[src/prs_pkg.sv]
/*
 * Shared constants and types of the power-on reset sequencer.
 * Assumes a single 100 MHz reference clock drives all sequencer logic.
 */
package prs_pkg;

	// clock of the sequencer logic
	localparam int CLK_HZ = 100_000_000;
	localparam int CLK_NS = 1_000_000_000 / CLK_HZ;

	// low pulses on the external reset up to this length are ignored
	localparam int FILT_NS  = 208;
	localparam int FILT_CYC = FILT_NS / CLK_NS + 1;
	localparam int FILT_W   = 5;

	// pll power-down stays high for more than this after the filtered reset
	localparam int PD_MIN_NS = 1000;
	localparam int PD_CYC    = PD_MIN_NS / CLK_NS + 1;

	// pll reset low time
	localparam int PLLRST_NS  = 10600;
	localparam int PLLRST_CYC = (PLLRST_NS + CLK_NS - 1) / CLK_NS;

	// pll lock wait before the clock-generation reset is released
	localparam int LOCK_US  = 1330;
	localparam int LOCK_CYC = (LOCK_US * 1000 + CLK_NS - 1) / CLK_NS;

	// module reset follows the clock-generation reset by a count of oscillator cycles
	localparam int REF_HZ      = 24_000_000;
	localparam int MOD_REF_CYC = 256;
	localparam int MOD_CYC     = (MOD_REF_CYC * (CLK_HZ / 1000) + REF_HZ / 1000 - 1)
		/ (REF_HZ / 1000);

	localparam int SEQ_CNT_W = 18;

	// reset values of the sequence outputs
	localparam logic PLL_PD_RST     = 1'b1;
	localparam logic PLL_RST_N_RST  = 1'b0;
	localparam logic CHIP_RST_N_RST = 1'b0;
	localparam logic MOD_RST_N_RST  = 1'b0;

	typedef enum logic [2:0] {
		ST_HOLD   = 3'b000,
		ST_PD     = 3'b001,
		ST_PLLRST = 3'b010,
		ST_LOCK   = 3'b011,
		ST_CLKGEN = 3'b100,
		ST_RUN    = 3'b101
	} prs_state_type;

endpackage

[src/prs_filt_if.sv]
/*
 * Carries the filtered external reset from the glitch filter to the sequencer.
 * Assumes both ends run on the same reference clock.
 */
`timescale 1ns/10ps
interface prs_filt_if;
	logic rst_active;
	logic rst_assert;

	modport filt (output rst_active, output rst_assert);
	modport seq  (input  rst_active, input  rst_assert);
endinterface

[src/prs_por_filter.sv]
/*
 * Synchroniser and glitch filter for the active-low external reset pin.
 * Assumes the pin is asynchronous to the reference clock.
 */
`timescale 1ns/10ps
module prs_por_filter (
	input  wire logic ref_clk_in,
	input  wire logic rst_in,
	input  wire logic external_por_n_in,
	prs_filt_if.filt  filt_if
);
	import prs_pkg::*;

	logic              sync1_reg;
	logic              sync2_reg;
	logic              active_reg;
	logic              assert_reg;
	logic [FILT_W-1:0] run_cnt_reg;
	logic              want_active;

	always_ff @(posedge ref_clk_in or posedge rst_in) begin
		if (rst_in) begin
			sync1_reg <= 1'b0;
			sync2_reg <= 1'b0;
		end else begin
			sync1_reg <= external_por_n_in;
			sync2_reg <= sync1_reg;
		end
	end

	assign want_active = ~sync2_reg;

	// a level must persist past the glitch window before it is accepted, both ways
	always_ff @(posedge ref_clk_in or posedge rst_in) begin
		if (rst_in) begin
			active_reg  <= 1'b1;
			assert_reg  <= 1'b0;
			run_cnt_reg <= '0;
		end else begin
			assert_reg <= 1'b0;
			if (want_active == active_reg) begin
				run_cnt_reg <= '0;
			end else if (run_cnt_reg == FILT_W'(FILT_CYC - 1)) begin
				active_reg  <= want_active;
				assert_reg  <= want_active;
				run_cnt_reg <= '0;
			end else begin
				run_cnt_reg <= run_cnt_reg + FILT_W'(1);
			end
		end
	end

	assign filt_if.rst_active = active_reg;
	assign filt_if.rst_assert = assert_reg;

	property p_filt_ignore;
		@(posedge ref_clk_in) disable iff (rst_in)
		$rose(active_reg) |-> ($past(sync2_reg, 1) == 1'b0 && $past(sync2_reg, 21) == 1'b0);
	endproperty
	a_filt_ignore: assert property (p_filt_ignore) else $error("reset accepted too early");

	property p_filt_pulse;
		@(posedge ref_clk_in) disable iff (rst_in)
		$rose(active_reg) |-> assert_reg ##1 !assert_reg;
	endproperty
	a_filt_pulse: assert property (p_filt_pulse) else $error("assert pulse wrong");

	property p_cov_glitch;
		@(posedge ref_clk_in) disable iff (rst_in)
		!active_reg && run_cnt_reg == FILT_W'(10) ##1 run_cnt_reg == '0 && !active_reg;
	endproperty
	c_cov_glitch: cover property (p_cov_glitch);

endmodule

[src/prs_sequencer.sv]
/*
 * Power-on reset sequencer: filtered external reset, pll power-down, pll
 * reset, pll lock wait, clock-generation reset release, module reset release.
 * Assumes the oscillator and slow clock are stable before the pin is released.
 */
`timescale 1ns/10ps
module prs_sequencer #(
	parameter int unsigned LOCK_CYCLES = prs_pkg::LOCK_CYC
) (
	input  wire logic           ref_clk_in,
	input  wire logic           rst_in,
	input  wire logic           external_por_n_in,
	output logic                sys_rst_n_out,
	output logic                pll_pd_out,
	output logic                pll_rst_n_out,
	output logic                chip_rst_n_out,
	output logic                module_rst_n_out,
	output prs_pkg::prs_state_type seq_state_out
);
	import prs_pkg::*;

	prs_filt_if filt_if ();

	prs_state_type        state_reg;
	logic [SEQ_CNT_W-1:0] cnt_reg;
	logic                 sys_rst_n_reg;
	logic                 pll_pd_reg;
	logic                 pll_rst_n_reg;
	logic                 chip_rst_n_reg;
	logic                 mod_rst_n_reg;
	logic                 cnt_last;

	prs_por_filter prs_por_filter_inst (
		.ref_clk_in        (ref_clk_in),
		.rst_in            (rst_in),
		.external_por_n_in (external_por_n_in),
		.filt_if           (filt_if.filt)
	);

	always_ff @(posedge ref_clk_in or posedge rst_in) begin
		if (rst_in) begin
			sys_rst_n_reg <= 1'b0;
		end else begin
			sys_rst_n_reg <= ~filt_if.rst_active;
		end
	end

	// the phase length is the compare value plus one, so each phase is exact
	always_comb begin
		cnt_last = 1'b0;
		case (state_reg)
			ST_PD:     cnt_last = (cnt_reg == SEQ_CNT_W'(PD_CYC - 1));
			ST_PLLRST: cnt_last = (cnt_reg == SEQ_CNT_W'(PLLRST_CYC - 1));
			ST_LOCK:   cnt_last = (cnt_reg == SEQ_CNT_W'(LOCK_CYCLES - 1));
			ST_CLKGEN: cnt_last = (cnt_reg == SEQ_CNT_W'(MOD_CYC - 1));
			default:   cnt_last = 1'b0;
		endcase
	end

	always_ff @(posedge ref_clk_in or posedge rst_in) begin
		if (rst_in) begin
			state_reg <= ST_HOLD;
			cnt_reg   <= '0;
		end else if (filt_if.rst_active) begin
			// any accepted low, at any step, parks the sequence at the start
			state_reg <= ST_HOLD;
			cnt_reg   <= '0;
		end else begin
			case (state_reg)
				ST_HOLD: begin
					state_reg <= ST_PD;
					cnt_reg   <= '0;
				end
				ST_PD: begin
					if (cnt_last) begin
						state_reg <= ST_PLLRST;
						cnt_reg   <= '0;
					end else begin
						cnt_reg <= cnt_reg + SEQ_CNT_W'(1);
					end
				end
				ST_PLLRST: begin
					if (cnt_last) begin
						state_reg <= ST_LOCK;
						cnt_reg   <= '0;
					end else begin
						cnt_reg <= cnt_reg + SEQ_CNT_W'(1);
					end
				end
				ST_LOCK: begin
					if (cnt_last) begin
						state_reg <= ST_CLKGEN;
						cnt_reg   <= '0;
					end else begin
						cnt_reg <= cnt_reg + SEQ_CNT_W'(1);
					end
				end
				ST_CLKGEN: begin
					if (cnt_last) begin
						state_reg <= ST_RUN;
						cnt_reg   <= '0;
					end else begin
						cnt_reg <= cnt_reg + SEQ_CNT_W'(1);
					end
				end
				ST_RUN: begin
					cnt_reg <= '0;
				end
				default: begin
					state_reg <= ST_HOLD;
					cnt_reg   <= '0;
				end
			endcase
		end
	end

	// outputs follow the state on the same edge, from their own flops
	always_ff @(posedge ref_clk_in or posedge rst_in) begin
		if (rst_in) begin
			pll_pd_reg     <= PLL_PD_RST;
			pll_rst_n_reg  <= PLL_RST_N_RST;
			chip_rst_n_reg <= CHIP_RST_N_RST;
			mod_rst_n_reg  <= MOD_RST_N_RST;
		end else if (filt_if.rst_active) begin
			pll_pd_reg     <= PLL_PD_RST;
			pll_rst_n_reg  <= PLL_RST_N_RST;
			chip_rst_n_reg <= CHIP_RST_N_RST;
			mod_rst_n_reg  <= MOD_RST_N_RST;
		end else if (cnt_last) begin
			case (state_reg)
				ST_PD:     pll_pd_reg     <= 1'b0;
				ST_PLLRST: pll_rst_n_reg  <= 1'b1;
				ST_LOCK:   chip_rst_n_reg <= 1'b1;
				ST_CLKGEN: mod_rst_n_reg  <= 1'b1;
				default:   pll_pd_reg     <= pll_pd_reg;
			endcase
		end
	end

	assign sys_rst_n_out    = sys_rst_n_reg;
	assign pll_pd_out       = pll_pd_reg;
	assign pll_rst_n_out    = pll_rst_n_reg;
	assign chip_rst_n_out   = chip_rst_n_reg;
	assign module_rst_n_out = mod_rst_n_reg;
	assign seq_state_out    = state_reg;

	// helper: how many cycles the output vector has held its present value
	logic [3:0]           outs_now;
	logic [3:0]           outs_q;
	logic [SEQ_CNT_W-1:0] stable_cnt;

	assign outs_now = {pll_pd_reg, pll_rst_n_reg, chip_rst_n_reg, mod_rst_n_reg};

	always_ff @(posedge ref_clk_in or posedge rst_in) begin
		if (rst_in) begin
			outs_q     <= {PLL_PD_RST, PLL_RST_N_RST, CHIP_RST_N_RST, MOD_RST_N_RST};
			stable_cnt <= SEQ_CNT_W'(1);
		end else begin
			outs_q <= outs_now;
			if (outs_now != outs_q) begin
				stable_cnt <= SEQ_CNT_W'(1);
			end else if (stable_cnt != '1) begin
				stable_cnt <= stable_cnt + SEQ_CNT_W'(1);
			end
		end
	end

	property p_pd_min;
		@(posedge ref_clk_in) disable iff (rst_in)
		(!pll_pd_reg && outs_q[3]) |-> stable_cnt >= SEQ_CNT_W'(PD_CYC);
	endproperty
	a_pd_min: assert property (p_pd_min) else $error("pll power-down too short");

	property p_pllrst_len;
		@(posedge ref_clk_in) disable iff (rst_in)
		(pll_rst_n_reg && !outs_q[2]) |-> stable_cnt == SEQ_CNT_W'(PLLRST_CYC);
	endproperty
	a_pllrst_len: assert property (p_pllrst_len) else $error("pll reset length wrong");

	property p_lock_wait;
		@(posedge ref_clk_in) disable iff (rst_in)
		(chip_rst_n_reg && !outs_q[1]) |-> stable_cnt == SEQ_CNT_W'(LOCK_CYCLES);
	endproperty
	a_lock_wait: assert property (p_lock_wait) else $error("lock wait length wrong");

	property p_mod_delay;
		@(posedge ref_clk_in) disable iff (rst_in)
		(mod_rst_n_reg && !outs_q[0]) |-> stable_cnt == SEQ_CNT_W'(MOD_CYC) && chip_rst_n_reg;
	endproperty
	a_mod_delay: assert property (p_mod_delay) else $error("module reset delay wrong");

	property p_restart;
		@(posedge ref_clk_in) disable iff (rst_in)
		filt_if.rst_assert |=> state_reg == ST_HOLD && pll_pd_reg && !pll_rst_n_reg
			&& !chip_rst_n_reg && !mod_rst_n_reg;
	endproperty
	a_restart: assert property (p_restart) else $error("restart did not reset outputs");

	property p_order;
		@(posedge ref_clk_in) disable iff (rst_in)
		(mod_rst_n_reg |-> chip_rst_n_reg) and (chip_rst_n_reg |-> pll_rst_n_reg)
			and (pll_rst_n_reg |-> !pll_pd_reg);
	endproperty
	a_order: assert property (p_order) else $error("reset release order broken");

	property p_cov_run;
		@(posedge ref_clk_in) disable iff (rst_in)
		$rose(mod_rst_n_reg);
	endproperty
	c_cov_run: cover property (p_cov_run);

	property p_cov_abort;
		@(posedge ref_clk_in) disable iff (rst_in)
		state_reg == ST_LOCK ##1 state_reg == ST_HOLD;
	endproperty
	c_cov_abort: cover property (p_cov_abort);

	property p_cov_rerun;
		@(posedge ref_clk_in) disable iff (rst_in)
		state_reg == ST_RUN ##1 state_reg == ST_HOLD;
	endproperty
	c_cov_rerun: cover property (p_cov_rerun);

endmodule

[config.mk]
export PLATFORM = sky130hd
export DESIGN_NAME = prs_sequencer
export DESIGN_NICKNAME = d
export VERILOG_FILES = /design/src/prs_pkg.sv /design/src/prs_filt_if.sv /design/src/prs_por_filter.sv /design/src/prs_sequencer.sv
export SDC_FILE = /design/constraint.sdc
export NUM_CORES = 1
export LEC_CHECK = 0
export BUFFER_PORTS_ARGS = -buffer_cell sky130_fd_sc_hd__buf_4
export CAP_MARGIN = 40
export CORE_ASPECT_RATIO = 1.4
export CORE_MARGIN = 2
export CORE_UTILIZATION = 60
export DETAILED_ROUTE_END_ITERATION = 16
export PLACE_DENSITY = 0.79
export SLEW_MARGIN = 20
export SYNTH_ARGS = -nofsm -noshare
export SYNTH_HDL_FRONTEND = slang
export SYNTH_SLANG_ARGS = --single-unit
[constraint.sdc]
create_clock -name ref_clk_in -period 5.05 [get_ports ref_clk_in]
set_input_delay 1.01 -clock ref_clk_in [delete_from_list [all_inputs] [get_ports ref_clk_in]]
set_output_delay 1.01 -clock ref_clk_in [all_outputs]
set_load 0.02 [all_outputs]
==> results.yml <==
clocking:
  ctsHoldBuffers: 0
  clk-insertion-delay-late_ns: 0.29
  cts_tree: "done"
  cts_resized: 0
  cts_buffer_depth: 2
  numCtsBuffers: 5
  cts_max_level: 2
  cts-root-buf: "clkbuf_8"
  cts_sinks: 34
  cts_setup_buffers: 0
  clkTransAtPathRegs_ns: 0.07
logic_synthesis:
  synthMuxAreaShare: 0.01228
  ys_warn_count: 0
  synth_xor_area_frac: 0.1163
  synth-compound-area-share: 0.05564
  ys_types: 43
  synth_edf_count: 0
  ys_async_sr_fraction: 1.000
  synth-seq-cells: 34
  synth_nets: 179
  syn_area_um2: 1732
  synth_fa_ha_area_frac: 0.02168
  synth.area.top_cells: "dfrtp_1 46%, xor2_1 9.1%, nor2_1 7.2%, dfstp_2 3.0%, nand3_1 2.9%"
  synth_area_leader_cell: "dfrtp_1"
  synth_ff_type: "dfrtp_1"
  synth_cells: 173
  synthSimpleGateAreaFrac: 0.2543
  syn_area_per_cell_um2: 10.01
  synth_seq_area_share: 0.4928
  synth_top_family_by_area: "simple AND/OR/NAND/NOR gates"
  synth_top_cell_area_share: 0.4624
floorplanning:
  fp.dieW_um: 49.41
  start_util: 0.6140
  ios: 11
  die_h_um: 67.57
  die_area_um2: 3338
  core_area_um2: 2820
  num_rows: 23
placement:
  place_area_um2: 1805
  portBuffers: 10
  gp_congestion: 0.8049
  dpl.hpwl_um: 2307
power:
  combPwrFrac: 0.094
  p_int_uw: 425.1
  swShare: 0.2591
  power.leakage_nw: 0.9091
  powerDensity_nw_per_um2: 301.9
  power_frac_clock: 0.359
  netSwitchingPower_uw: 148.7
  pwr-share-seq: 0.546
  power.total_uw: 573.7
  ir_worst_vdd_mv: 0.2781
hold_path:
  hold_end: "prs_por_filter_inst.sync2_reg"
  hold_class: "flop to flop"
  min_path_cells: 0
  hp-start: "prs_por_filter_inst.sync1_reg"
detailed_routing:
  routedWlPerCell_um: 14.57
  dr_wl_met2_um: 1751
  top_layer_used: "met4"
  wirelength_um: 3234
  drcViolationCount: 0
  route.met3.wl_um: 111
  dr.pass1.iters: 4
  dr.first_iter.drc_count: 39
  vias: 1264
  wl_met1_um: 1290
  ant_nets: 0
  via_per_inst: 5.694
critical_path:
  rr_worst_depth: 6
  crit_start: "seq_state_out[1]"
  reg2reg_from: "seq_state_out[1]"
  arrival_ns: 2.79
  worst_r2r_endpoint: "cnt_reg[14]"
  rrSetupSlack_ns: 2.41
  crit_required_ns: 5.19
  criticalPathCategory: "flop to flop"
  cp-start-kind: "flop"
  critPathCaptureType: "flop"
  cp_max_fo: 18
global_route:
  grt_pass1_wl_um: 5582
  grt_pass1_vias: 1283
  track_usage: 0.2287
  overflow: 0
  antenna_found_initial: 0
  grt_start_max_net_pins: 35
timing:
  relSlewSlack: 0.5972
  fmaxAchievable_ghz: 0.3787
  finClkSkew_ns: 0.009633
  slew_violations: 0
  hold_violations: 0
  rsz0062_at_grt: "false"
  tns_ns: 0
  finalSetupViolations: 0
  tightest_slew_ns: 0.6042
  hold_slack_ns: 0.3533
  post-route-min-period_ns: 2.640
  layout_worst_path_cycle_share: 0.5228
final_layout:
  drive_above_1_share: 0.1351
  fillerInstances: 250
  most-common-layout-cells: "33 x nor2_1, 32 x dfrtp_1, 18 x xor2_1"
  post-route-cell-area_um2: 1901
  layout_commonest_cell: "nor2_1"
  diodes: 0
  areaGrowthSynthToFinish_pct: 9.754
  final_nets: 190
  post-route-util: 0.6739
  largest_reg_flops: 18
status:
  status: "completed"
run:
  cap_violations: 0
==> critical path: stages (launching register included) <==
cell and delay, ns:
dfrtp_1 0.61, or4b_1 0.47, o22ai_1 0.15, nor2_1 0.10, nor4b_4 0.48, or3_1 0.57, nor2_1 0.12
==> cell families after synthesis <==
| group | Yosys count |
|---|---|
| simple gates | 84 |
| flops | 34 |
| xor+xnor | 23 |
| buf+inv | 14 |
| compound gates | 13 |
| fa+ha+maj | 3 |
| mux | 2 |
==> power by group through the flow <==
stage	Combinational, mW	Clock [mW]	Sequential [mW]
6_report	0.0541	0.206	0.314
5_1_grt	0.0621	0.224	0.316
4_1_cts	0.0551	0.213	0.313
3_5_place_dp	0.0545	0	0.318
3_3_place_gp	0.0519	0	0.317
2_1_floorplan	0.0453	0	0.311
==> synthesized netlist by cell type, types with 2 or more instances <==
library cell	count
a21oi_1	3
nand4_1	4
ha_1	3
and4_1	3
and3_1	3
inv_1	7
dfrtp_1	32
clkbuf_1	2
buf_6	2
nand3_1	10
nor3_1	4
xnor2_1	5
or3_1	2
nand2b_1	3
xor2_1	18
dfstp_2	2
nand2_1	11
buf_2	2
nor2_1	33
==> metrics by stage <==
stage,setup WS (ns),cells
floorplan,2.770,173
global route,2.234,222
finish,2.410,222
global placement,2.584,214
CTS,2.427,222
detailed placement,2.452,214
==> worst max-delay path by stage <==
stage	endpoint	depth (start not counted)	slack [ns]
global placement	cnt_reg[13]	6	2.58
finish	cnt_reg[14]	6	2.41
CTS	cnt_reg[14]	6	2.43
floorplan	cnt_reg[0]	9	2.77
global route	cnt_reg[12]	6	2.23
detailed placement	cnt_reg[14]	6	2.45
==> per-layer routing <==
layer,GRT usage,vias to the layer above
met2,0.4274,25
met3,0.06637,8
met1,0.2322,628
li1,-,603
met4,0.1146,0
met5,0,-
==> final cells by class <==
cell class	count	area [µm²]	area share
sequential	34	853.3	0.4490
multi-input combinational	125	797.0	0.4194
inverter	7	26.28	0.01382
timing repair buffer	11	82.58	0.04345
tap	37	46.29	0.02436
clock buffer	6	82.58	0.04345
clock inverter	2	12.51	0.006583
(Power assumes the default switching activity.)
